<file path="src/rem_pkg.sv">
// register map, field positions and codes of the read error machine check unit
// assumes one clock domain; software reaches registers over a plain port
// How it works
// - instruction read hard error waits for dispatch or operand access before trapping
// - data read error traps on prefetched operand use or error-tagged delivery
// - ownership read error traps only when its prefetched operand is accessed
// - hard error acknowledge or uncorrectable fill sets bus flag, posts soft interrupt
// - failed page-entry read sets cache status flag and aborts the miss
// - execution page-entry failure microtraps to fault routine which retries once
// - repeated failure on probe traps with lost-error bit; success restarts stream
// - write reference also sets write error flag, drops write, traps anytime
// - execution page trap in string instruction: frame holds next address as pc, current as saved pc
// - uncorrectable fill captures cache address and syndrome
// - repeated page-entry error while held sets second-error flag only
// - fill errors while status holds a report only set lost-error bit
package rem_pkg;
  localparam int ADDR_W = 4;
  localparam int DATA_W = 32;
  localparam logic [3:0] OFS_BUS_STAT = 4'h0;
  localparam logic [3:0] OFS_FILL_ADDR = 4'h1;
  localparam logic [3:0] OFS_FILL_SYND = 4'h2;
  localparam logic [3:0] OFS_PC_STAT = 4'h3;
  localparam logic [3:0] OFS_IRQ_STAT = 4'h4;
  localparam logic [3:0] OFS_IRQ_MASK = 4'h5;
  localparam logic [3:0] OFS_FRAME_PC = 4'h6;
  localparam logic [3:0] OFS_SAVED_PC = 4'h7;
  localparam logic [3:0] OFS_PAGE_ADDR = 4'h8;
  // bus interface status fields
  localparam int BS_HERR = 0;
  localparam int BS_FILL = 1;
  localparam int BS_BSEO = 2;
  localparam int BS_FSEO = 3;
  // primary cache status fields
  localparam int PC_RDERR = 0;
  localparam int PC_WRERR = 1;
  localparam int PC_SEO = 2;
  // interrupt status fields
  localparam int IR_SOFT = 0;
  localparam int IR_MCHK = 1;
  localparam int IR_W = 2;
  // machine check causes
  typedef enum logic [2:0] {
    MC_NONE = 3'b000,
    MC_ISTREAM = 3'b001,
    MC_DSTREAM = 3'b010,
    MC_OWNER = 3'b011,
    MC_PAGE = 3'b100,
    MC_PAGE_WR = 3'b101
  } rem_cause_t;
endpackage

</file>
<file path="src/rem_pend.sv">
// one pending read error held until consumed by its trigger or flushed
// assumes same-clock inputs
`timescale 1ns/100ps
module rem_pend (
  input wire logic clk, // clock
  input wire logic reset_n, // synchronous reset
  input wire logic setEv, // error arrives
  input wire logic useEv, // microcode consumes the data
  input wire logic flush, // pipeline flushed
  output logic trap // one-cycle trap request
);
  logic pend_ff;
  always_ff @(posedge clk)
  begin
    if (!reset_n)
      pend_ff <= 1'b0;
    else if (setEv)
      pend_ff <= 1'b1;
    else if (useEv || flush)
      pend_ff <= 1'b0;
  end
  assign trap = pend_ff && useEv;
endmodule

</file>
<file path="src/rem_capture.sv">
// holding register that takes din whenever load is high and keeps its value otherwise
// assumes same-clock inputs
`timescale 1ns/100ps
module rem_capture #(
  parameter int W = 32
) (
  input wire logic clk, // clock
  input wire logic reset_n, // synchronous reset
  input wire logic load, // take a new value
  input wire logic [W-1:0] din, // value to take
  output logic [W-1:0] dout // held value
);
  logic [W-1:0] val_ff;
  always_ff @(posedge clk)
  begin
    if (!reset_n)
      val_ff <= '0;
    else if (load)
      val_ff <= din;
  end
  assign dout = val_ff;
endmodule

</file>
<file path="src/rem_top.sv">
// read error reporting and machine check raising for the processor core
// assumes bus logic, microcode strobes and register port share clk
`timescale 1ns/100ps
module rem_top
  import rem_pkg::*;
#(
  parameter int AW = 32, // physical address width
  parameter int SW = 8 // syndrome width
) (
  input wire logic clk, // 10 MHz clock
  input wire logic reset_n, // synchronous reset
  input wire logic rdDone, // read reply strobe
  input wire logic cycleAckHardError, // reply is a hard error
  input wire logic fillUncorr, // reply fill uncorrectable
  input wire logic [AW-1:0] fillAddr, // cache address of reply
  input wire logic [SW-1:0] fillSyndrome, // ecc syndrome of reply
  input wire logic rdIstream, // reply for instruction read
  input wire logic rdOwner, // reply for ownership read
  input wire logic rdPageEntry, // reply for page-entry read
  input wire logic pageForExec, // page read on behalf of execution unit
  input wire logic pageRefWrite, // original reference is a write
  input wire logic [AW-1:0] origAddr, // original reference address
  input wire logic probeActive, // fault routine probe in progress
  input wire logic stringInstr, // interruptable string instruction
  input wire logic [AW-1:0] curPc, // interrupted instruction address
  input wire logic [AW-1:0] nextPc, // following instruction address
  input wire logic dispatchNew, // microcode dispatches new flow
  input wire logic operandAccess, // microcode accesses operand
  input wire logic tagDeliver, // error-tagged data into register file
  input wire logic flushPipe, // pipeline flush
  input wire logic [ADDR_W-1:0] regAddr, // register address
  input wire logic [DATA_W-1:0] regWdata, // write data
  input wire logic regWr, // write strobe
  input wire logic regRd, // read strobe
  output logic [DATA_W-1:0] regRdata, // read data
  output logic machineCheck, // machine check pulse
  output logic [2:0] mcCause, // cause of machine check
  output logic missAbort, // abort translation miss
  output logic faultTrap, // microtrap to fault routine
  output logic restartStream, // restart instruction stream
  output logic discardWrite, // drop original write
  output logic softIrq, // soft error interrupt request
  output logic irq // masked interrupt level
);
  logic [3:0] busStat_ff;
  logic [2:0] pcStat_ff;
  logic [IR_W-1:0] irqStat_ff, irqMask_ff;
  logic [AW-1:0] framePc_ff, savedPc_ff;
  logic [AW-1:0] fillAddrHeld, pageAddrHeld;
  logic [SW-1:0] syndHeld;
  logic [DATA_W-1:0] regRdata_ff;
  logic machineCheck_ff;
  logic missAbort_ff;
  logic faultTrap_ff;
  logic restart_ff;
  logic discard_ff;
  logic softIrq_ff;
  logic irq_ff;
  rem_cause_t cause_ff;
  logic wrBus;
  logic wrPcs;
  logic wrIrq;
  logic wrMask;
  logic herrEv;
  logic fillEv;
  logic pageEv;
  logic pageExec;
  logic trapI;
  logic trapD;
  logic trapO;
  logic busHeld;
  logic pageHeld;
  logic anyTrap;
  logic pageTrap;
  rem_cause_t nxt_cause;

  function automatic logic hit(input logic [ADDR_W-1:0] a,
                               input logic [ADDR_W-1:0] o);
    hit = (a == o);
  endfunction

  assign wrBus = regWr && hit(regAddr, OFS_BUS_STAT);
  assign wrPcs = regWr && hit(regAddr, OFS_PC_STAT);
  assign wrIrq = regWr && hit(regAddr, OFS_IRQ_STAT);
  assign wrMask = regWr && hit(regAddr, OFS_IRQ_MASK);

  assign herrEv = rdDone && cycleAckHardError;
  assign fillEv = rdDone && fillUncorr && !cycleAckHardError;
  assign pageEv = rdDone && rdPageEntry && (cycleAckHardError || fillUncorr);
  assign pageExec = pageEv && pageForExec;
  assign busHeld = busStat_ff[BS_HERR] || busStat_ff[BS_FILL];
  assign pageHeld = pcStat_ff[PC_RDERR];

  // instruction stream waits for dispatch or operand access
  rem_pend u_pend_i (
    .clk(clk), .reset_n(reset_n),
    .setEv(rdDone && !rdPageEntry && rdIstream &&
           (cycleAckHardError || fillUncorr)),
    .useEv(dispatchNew || operandAccess), .flush(flushPipe),
    .trap(trapI)
  );
  // data stream traps on operand use or tagged delivery
  rem_pend u_pend_d (
    .clk(clk), .reset_n(reset_n),
    .setEv(rdDone && !rdPageEntry && !rdIstream && !rdOwner &&
           (cycleAckHardError || fillUncorr)),
    .useEv(operandAccess || tagDeliver), .flush(flushPipe),
    .trap(trapD)
  );
  // ownership read traps only on operand access
  rem_pend u_pend_o (
    .clk(clk), .reset_n(reset_n),
    .setEv(rdDone && !rdPageEntry && !rdIstream && rdOwner &&
           (cycleAckHardError || fillUncorr)),
    .useEv(operandAccess), .flush(flushPipe),
    .trap(trapO)
  );

  // page traps: probe repeat, or any write reference
  assign pageTrap = pageEv && ((pageForExec && probeActive) ||
                    pageRefWrite);
  assign anyTrap = trapI || trapD || trapO || pageTrap;

  always_comb
  begin
    nxt_cause = MC_NONE;
    if (pageTrap)
      nxt_cause = pageRefWrite ? MC_PAGE_WR : MC_PAGE;
    else if (trapI)
      nxt_cause = MC_ISTREAM;
    else if (trapD)
      nxt_cause = MC_DSTREAM;
    else if (trapO)
      nxt_cause = MC_OWNER;
  end

  // fill address and syndrome held until both hard error and fill flags cleared
  rem_capture #(.W(AW)) u_cap_addr (
    .clk(clk), .reset_n(reset_n),
    .load(fillEv && !busHeld),
    .din(fillAddr), .dout(fillAddrHeld)
  );
  rem_capture #(.W(SW)) u_cap_synd (
    .clk(clk), .reset_n(reset_n),
    .load(fillEv && !busHeld),
    .din(fillSyndrome), .dout(syndHeld)
  );
  rem_capture #(.W(AW)) u_cap_page (
    .clk(clk), .reset_n(reset_n),
    .load(pageEv && !pageHeld),
    .din(origAddr), .dout(pageAddrHeld)
  );

  // bus status: set wins over write-one-to-clear
  always_ff @(posedge clk)
  begin
    if (!reset_n)
      busStat_ff <= 4'h0;
    else
    begin
      for (int i = 0; i < 4; i++)
        if (wrBus && regWdata[i])
          busStat_ff[i] <= 1'b0;
      if (herrEv && !busHeld)
        busStat_ff[BS_HERR] <= 1'b1;
      if (fillEv && !busHeld)
        busStat_ff[BS_FILL] <= 1'b1;
      if (herrEv && busHeld)
        busStat_ff[BS_BSEO] <= 1'b1;
      if (fillEv && busHeld)
        busStat_ff[BS_FSEO] <= 1'b1;
    end
  end

  // primary cache status for page-entry errors
  always_ff @(posedge clk)
  begin
    if (!reset_n)
      pcStat_ff <= 3'h0;
    else
    begin
      for (int i = 0; i < 3; i++)
        if (wrPcs && regWdata[i])
          pcStat_ff[i] <= 1'b0;
      if (pageEv && !pageHeld)
      begin
        pcStat_ff[PC_RDERR] <= 1'b1;
        if (pageRefWrite)
          pcStat_ff[PC_WRERR] <= 1'b1;
      end
      if (pageEv && (pageHeld || (pageForExec && probeActive)))
        pcStat_ff[PC_SEO] <= 1'b1;
    end
  end

  // translation miss abort on any failing page-entry read
  always_ff @(posedge clk)
  begin
    if (!reset_n)
      missAbort_ff <= 1'b0;
    else
      missAbort_ff <= pageEv;
  end

  // first execution failure goes to the fault routine for one retry
  always_ff @(posedge clk)
  begin
    if (!reset_n)
      faultTrap_ff <= 1'b0;
    else
      faultTrap_ff <= pageExec && !probeActive && !pageRefWrite;
  end

  // clean probe lets microcode restart the stream
  always_ff @(posedge clk)
  begin
    if (!reset_n)
      restart_ff <= 1'b0;
    else
      restart_ff <= rdDone && rdPageEntry && probeActive &&
                    !cycleAckHardError && !fillUncorr;
  end

  // a write whose translation failed is dropped
  always_ff @(posedge clk)
  begin
    if (!reset_n)
      discard_ff <= 1'b0;
    else
      discard_ff <= pageEv && pageRefWrite;
  end

  // machine check pulse
  always_ff @(posedge clk)
  begin
    if (!reset_n)
      machineCheck_ff <= 1'b0;
    else
      machineCheck_ff <= anyTrap;
  end

  // cause held from one machine check to the next
  always_ff @(posedge clk)
  begin
    if (!reset_n)
      cause_ff <= MC_NONE;
    else if (anyTrap)
      cause_ff <= nxt_cause;
  end

  // frame program counters
  always_ff @(posedge clk)
  begin
    if (!reset_n)
    begin
      framePc_ff <= '0;
      savedPc_ff <= '0;
    end
    else if (anyTrap)
    begin
      if (pageTrap && pageForExec && stringInstr)
      begin
        framePc_ff <= nextPc;
        savedPc_ff <= curPc;
      end
      else
      begin
        framePc_ff <= curPc;
        savedPc_ff <= '0;
      end
    end
  end

  // interrupt status: set wins over write-one-to-clear
  always_ff @(posedge clk)
  begin
    if (!reset_n)
      irqStat_ff <= '0;
    else
    begin
      for (int i = 0; i < IR_W; i++)
        if (wrIrq && regWdata[i])
          irqStat_ff[i] <= 1'b0;
      if (herrEv || fillEv)
        irqStat_ff[IR_SOFT] <= 1'b1;
      if (anyTrap)
        irqStat_ff[IR_MCHK] <= 1'b1;
    end
  end

  always_ff @(posedge clk)
  begin
    if (!reset_n)
      irqMask_ff <= '0;
    else if (wrMask)
      irqMask_ff <= regWdata[IR_W-1:0];
  end

  // soft request raised without waiting for the status register
  always_ff @(posedge clk)
  begin
    if (!reset_n)
      softIrq_ff <= 1'b0;
    else
      softIrq_ff <= irqStat_ff[IR_SOFT] || herrEv || fillEv;
  end

  always_ff @(posedge clk)
  begin
    if (!reset_n)
      irq_ff <= 1'b0;
    else
      irq_ff <= |(irqStat_ff & irqMask_ff);
  end

  // register read port
  always_ff @(posedge clk)
  begin
    if (!reset_n)
      regRdata_ff <= '0;
    else if (regRd)
    begin
      unique case (regAddr)
        OFS_BUS_STAT: regRdata_ff <= {28'h0000000, busStat_ff};
        OFS_FILL_ADDR: regRdata_ff <= DATA_W'(fillAddrHeld);
        OFS_FILL_SYND: regRdata_ff <= DATA_W'(syndHeld);
        OFS_PC_STAT: regRdata_ff <= {29'h0, pcStat_ff};
        OFS_IRQ_STAT: regRdata_ff <= DATA_W'(irqStat_ff);
        OFS_IRQ_MASK: regRdata_ff <= DATA_W'(irqMask_ff);
        OFS_FRAME_PC: regRdata_ff <= DATA_W'(framePc_ff);
        OFS_SAVED_PC: regRdata_ff <= DATA_W'(savedPc_ff);
        OFS_PAGE_ADDR: regRdata_ff <= DATA_W'(pageAddrHeld);
        default: regRdata_ff <= '0;
      endcase
    end
    else
      regRdata_ff <= '0;
  end

  assign regRdata = regRdata_ff;
  assign machineCheck = machineCheck_ff;
  assign mcCause = cause_ff;
  assign missAbort = missAbort_ff;
  assign faultTrap = faultTrap_ff;
  assign restartStream = restart_ff;
  assign discardWrite = discard_ff;
  assign softIrq = softIrq_ff;
  assign irq = irq_ff;
endmodule

</file>
<file path="config.mk">
export PLATFORM = sky130hd
export DESIGN_NAME = rem_top
export DESIGN_NICKNAME = d
export VERILOG_FILES = /design/src/rem_pkg.sv /design/src/rem_pend.sv /design/src/rem_capture.sv /design/src/rem_top.sv
export SDC_FILE = /design/constraint.sdc
export NUM_CORES = 1
export LEC_CHECK = 0
export BUFFER_PORTS_ARGS = -buffer_cell sky130_fd_sc_hd__clkbuf_2
export CAP_MARGIN = 25
export CORE_MARGIN = 3
export CORE_UTILIZATION = 40
export CTS_CLUSTER_DIAMETER = 50
export DETAILED_ROUTE_END_ITERATION = 10
export GPL_ROUTABILITY_DRIVEN = 0
export RECOVER_POWER = 50
export SLEW_MARGIN = 20
export SYNTH_ARGS = -nofsm -noshare
export SYNTH_HDL_FRONTEND = slang
export SYNTH_SLANG_ARGS = --single-unit
</file>
<file path="constraint.sdc">
create_clock -name clk -period 2.15 [get_ports clk]
set_input_delay 0.5375 -clock clk [delete_from_list [all_inputs] [get_ports clk]]
set_output_delay 0.5375 -clock clk [all_outputs]
set_load 0.01 [all_outputs]
</file>
==> results.toml, run 1 <==
[routing]
antenna_left = 0
vias_per_cell = 5.37
drt_iter0_markers = 332
drtPass1Iterations = 5
drc = 0
wl_um = 22700
vias = 6592
wire_per_inst_um = 18.5

[cts]
htreeDepth = 4
postCtsSetupRepairBufs = 0
clk_pin_slew_worst_paths_ns = 0.07
hold_buffers = 0
clk_latency_ns = 0.43
postCtsResizedCells = 0
clock-sinks = 192
clockRootBuffer = "clkbuf_16"
cts_buffer_depth = 2
cts_buffers = 17
tritoncts = "done"

[timing]
slew_headroom = 0.431
finClkSkew_ns = 0.0115
fmax_mhz = 542
slew_viol_final = 0
fin_crit_ns = 1.85
period_share = 0.858
rsz0062_at_grt = "no"
setup_viol = 0
worstMarginPinSlew_ns = 0.852
hold_viol_final = 0
setup_tns_ns = 0

[pwr]
netSwitchingPower_w = 0.00181
pwr-share-seq = 0.503
total_power_w = 0.00741
pwr-share-clk = 0.407
power.leakage_nw = 3.70
vdd_drop_max_mv = 0.548
combPwrFrac = 0.090
intPower_w = 0.00560
p_sw_frac = 0.244
power.density_nw_per_um2 = 796

[layout]
antennaDiodeCount = 0
multi_input_area_um2 = 3290
seq_area_um2 = 3840
layout.nets = 1176
final_common_cell = "dfxtp_1"
final_cells = 1227
drive_above_1_share = 0.234
syn_to_final_growth_pct = 24.8
mostFrequentLayoutCells = "dfxtp_1, clkbuf_2, nand2_1, a21oi_1, a22oi_1"
n_fill_cell = 1755

[grt]
grt_pass1_vias = 6453
antenna_found_initial = 1
grt-ovfl-total = 0
grt_max_degree = 65
grt_pass1_wl_um = 34900
grt_usage = 0.221

[floorplan]
die-area_um2 = 20300
die_h_um = 143
core-area_um2 = 18100
initial_utilization = 0.411
io_pins = 232
die_w_um = 143
rows = 49

[setup_path]
critPathMaxStageDelay_ns = 0.44
cp-end-kind = "register"
crit_family = "simple AND/OR/NAND/NOR gates"
cp_max_fo = 40
crit_buf_inv = 3
start_kind = "input pin"
cp.required_ns = 2.43
crit_type = "in2reg"
crit_top_cell = "clkbuf_1"
cp.arrival_ns = 2.13
cp_slowest_cell = "or3_2"
path_cells = "clkbuf_1 > clkbuf_1 > nand3b_1 > or3_2 > clkbuf_4 > nand2_1 > a21oi_1"

[logic_synthesis]
synth-main-ff-cell = "dfxtp_1"
ys_ff_latch = 192
ys_seq_area_frac = 0.515
synth_enable_flop_cells = 0
synth_nets = 978
postSynthCellCount = 788
yosysWarnings = 0
synth_cell_types = 53
async_flop_share = 0
synth_area_um2 = 7460
avgSynthCellArea_um2 = 9.47

[status]
status = "finished clean"

[placed_design]
placed_cells = 1196
place_hpwl_um = 14900
port_buffers = 203

[min_path]
min_path_type = "in2reg"

[run]
drv_cap = 0
metrics by stage:
stage	worst slack, ns	instance area (um^2)	util	hold WS [ns]
5_1_grt	0.218	9320	0.513	0.319
4_1_cts	0.486	9440	0.520	0.303
2_1_floorplan	0.525	7460	-	0.427
6_report	0.305	9320	0.513	0.320
3_5_place_dp	0.0886	8890	0.490	0.442
3_3_place_gp	0.0917	8890	0.490	0.440
cells in the mapped netlist (all sizes together), types with 3 or more instances:
cell	count	area (um^2)
o2bb2ai	32	280
buf	35	228
and3	3	18.8
nor3	7	56.3
o21ai	15	90.1
nor2	23	96.4
mux2i	37	370
nand2b	5	31.3
a21oi	112	561
a22o	32	280
o211ai	4	43.8
inv	7	26.3
o21a	7	52.6
nand3b	6	45.0
mux2	5	56.3
nand3	3	15.0
dfxtp	192	3840
a22oi	58	435
nand2	152	571
a21boi	6	45.1
clkbuf	24	90.1
final cells by class:
cell class,count,share of cell area
tap,229,0.0308
clock inverter,8,0.00886
multi-input combinational,530,0.353
sequential,192,0.413
clock buffer,23,0.0502
timing repair buffer,238,0.142
inverter,7,0.00282
registers in the layout (all words and copies together) (netlist names), 3 cells and up:
name             count
regRdata            32
pcStat_ff            3
u_cap_synd.dout      8
framePc_ff          32
mcCause              3
u_cap_page.dout     32
u_cap_addr.dout     32
savedPc_ff          32
busStat_ff           4
path summary, 6_finish.rpt:
path | start | endpoint | slack (ns) | cells past startpoint
max reg2reg | busStat_ff[1] | u_cap_addr.dout[19] | 0.48 | 4
min | fillAddr[13] | u_cap_addr.dout[13] | 0.32 | 3
max | cycleAckHardError | u_cap_addr.dout[19] | 0.30 | 7
min reg2reg | u_cap_synd.dout[2] | u_cap_synd.dout[2] | 0.45 | 2
kinds of logic (layout without fill, tap and decap cells):
kind of cell	Yosys count	in the layout	synth area share
AOI/OAI and AO/OA	278	278	0.255
buffers and inverters	66	276	0.0461
DFF	192	192	0.515
muxes	43	43	0.0602
and+or+nand+nor	209	209	0.123
per-layer routing:
metal | GRT usage | part of all wire | wire length [um] | vias to the layer above
li1 | - | - | - | 3237
met5 | 0 | 0.00031 | 7 | -
met1 | 0.305 | 0.46 | 10400 | 3080
met4 | 0.0670 | 0.015 | 349 | 2
met3 | 0.0437 | 0.070 | 1600 | 24
met2 | 0.351 | 0.46 | 10300 | 249
worst min-delay path, stage by stage:
cell and delay, ns:
clkbuf_2 0.08, nand2_1 0.04, a21oi_1 0.05
power groups by stage:
stage               sequential [W]  clock (W)  combinational (W)
global route               0.00374    0.00320           0.000732
finish                     0.00373    0.00301           0.000667
floorplan                  0.00380          0           0.000344
global placement           0.00381          0           0.000683
detailed placement         0.00381          0           0.000685
CTS                        0.00373    0.00307           0.000688
(Power assumes the default switching activity.)
==> run 2: changes to the inputs <==
==> constraint.sdc (replaced) <==
create_clock -name clk -period 1.8 [get_ports clk]
set_input_delay 0.45 -clock clk [delete_from_list [all_inputs] [get_ports clk]]
set_output_delay 0.45 -clock clk [all_outputs]
set_load 0.01 [all_outputs]
==> results.toml, run 2 (synthesis gave the netlist of run 1 again) <==
[status]
status = "finished clean"

[pwr]
intPower_w = 0.00679
power.density_nw_per_um2 = 944
p_sw_frac = 0.246
power.leakage_nw = 3.84
pwr-share-clk = 0.412
pwr-share-seq = 0.495
netSwitchingPower_w = 0.00221
vdd_drop_max_mv = 0.647
combPwrFrac = 0.093

[grt]
grt_max_degree = 61
antenna_found_initial = 0
grt_pass1_vias = 6443
grt_usage = 0.222
grt_pass1_wl_um = 35200
grt-ovfl-total = 0

[layout]
antennaDiodeCount = 0
final_cells = 1239
mostFrequentLayoutCells = "dfxtp_1, clkbuf_2, nand2_1, a21oi_1, a22oi_1"
layout.nets = 1187
fin_util = 0.526
syn_to_final_growth_pct = 27.9
drive_above_1_share = 0.251
final_common_cell = "dfxtp_1"

[routing]
wire_per_inst_um = 18.3
wl_met3_um = 1470
wl_um = 22700
antenna_left = 0
vias_per_cell = 5.32
dr.max_layer_used = "met4"
drc = 0
wl_met2_um = 10400
vias = 6586
drtPass1Iterations = 5
routedLengthMet1_um = 10600
drt_iter0_markers = 452

[cts]
tritoncts = "done"
cts_buffers = 17
clk_latency_ns = 0.43
clock-sinks = 192
htreeDepth = 4
clockRootBuffer = "clkbuf_16"
postCtsSetupRepairBufs = 0
cts_buffer_depth = 2
clk_pin_slew_worst_paths_ns = 0.07
hold_buffers = 0
postCtsResizedCells = 0

[floorplan]
die-area_um2 = 20300
die_h_um = 143
io_pins = 232
rows = 49
die_w_um = 143
core-area_um2 = 18100
initial_utilization = 0.411

[timing]
rsz0062_at_grt = "no"
fmax_mhz = 663
hold_viol_final = 0
slew_headroom = 0.666
worstMarginPinSlew_ns = 0.500
fin_crit_ns = 1.51
fin_ws_ns = 0.292
setup_viol = 0
finClkSkew_ns = 0.0131
setup_tns_ns = 0
period_share = 0.838
fin_hold_ws_ns = 0.236
slew_viol_final = 0

[min_path]
hold_depth = 3
min_path_type = "in2reg"
worstHoldStart = "fillAddr[9]"

[run]
drv_cap = 0

[setup_path]
cp.required_ns = 2.16
crit_buf_inv = 2
rr_startpoint = "busStat_ff[1]"
cp_max_fo = 49
cp.arrival_ns = 1.87
startpoint = "fillUncorr"
crit_type = "in2reg"
critPathMaxStageDelay_ns = 0.42
path_cells = "clkbuf_1 > o211ai_1 > o21ai_4 > nor3_4 > buf_12 > a22o_1"
worst_r2r_path_depth = 4
cp-end-kind = "register"
crit_family = "compound AO/OA/AOI/OAI gates"
path_depth = 6
cp_slowest_cell = "o211ai_1"
start_kind = "input pin"

[placed_design]
port_buffers = 203
preCtsSetupSlack_ns = -0.00150
place_hpwl_um = 15200
placed_cells = 1207
-- run 2: cell types whose count changed in the layout (fill, tap and decap cells not counted), sizes merged --
cell	delta
clkinvlp	-3
clkbuf	-4
clkinv	+3
buf	+14
inv	+2
-- run 2: final timing paths --
check	end	slack, ns
setup / recovery	savedPc_ff[3]	0.29
hold / removal	u_cap_addr.dout[9]	0.24
setup reg to reg	u_cap_addr.dout[20]	0.39
hold reg to reg	u_cap_synd.dout[5]	0.46
-- run 2: layout make-up --
| cell class | instances | area, um^2 |
|---|---|---|
| Clock inverter | 10 | 103 |
| Multi-Input combinational cell | 530 | 3300 |
| Clock buffer | 22 | 474 |
| Sequential cell | 192 | 3840 |
| Fill cell | 1751 | 8600 |
| Timing Repair Buffer | 249 | 1520 |
| Inverter | 7 | 26.3 |
| Tap cell | 229 | 287 |
-- run 2: per-layer routing --
metal  up-vias  global-route usage
met5         -                   0
met2       226               0.350
li1       3260                   -
met3        23              0.0450
met1      3077               0.311
met4         0              0.0610
-- run 2: per-stage QoR --
step                      total power (W)  area (um^2)
after global placement            0.00540         9060
after CTS                         0.00911         9630
after global routing              0.00936         9550
after detailed placement          0.00541         9060
after floorplan                   0.00495         7460
final                             0.00901         9550
-- run 2: tightest hold or removal path, delay by kind of cell --
kind | cells | cell delay (ns)
AND/OR/NAND/NOR | 1 | 0.04
buffers and inverters | 1 | 0.08
AO/OA/AOI/OAI | 1 | 0.05
-- run 2: power by group through the flow --
stage / combinational [W] / clock [W] / sequential [W]
4_1_cts: 0.000859 / 0.00379 / 0.00446
3_5_place_dp: 0.000855 / 0 / 0.00455
2_1_floorplan: 0.000411 / 0 / 0.00454
6_report: 0.000839 / 0.00371 / 0.00446
5_1_grt: 0.000925 / 0.00396 / 0.00447
3_3_place_gp: 0.000851 / 0 / 0.00455
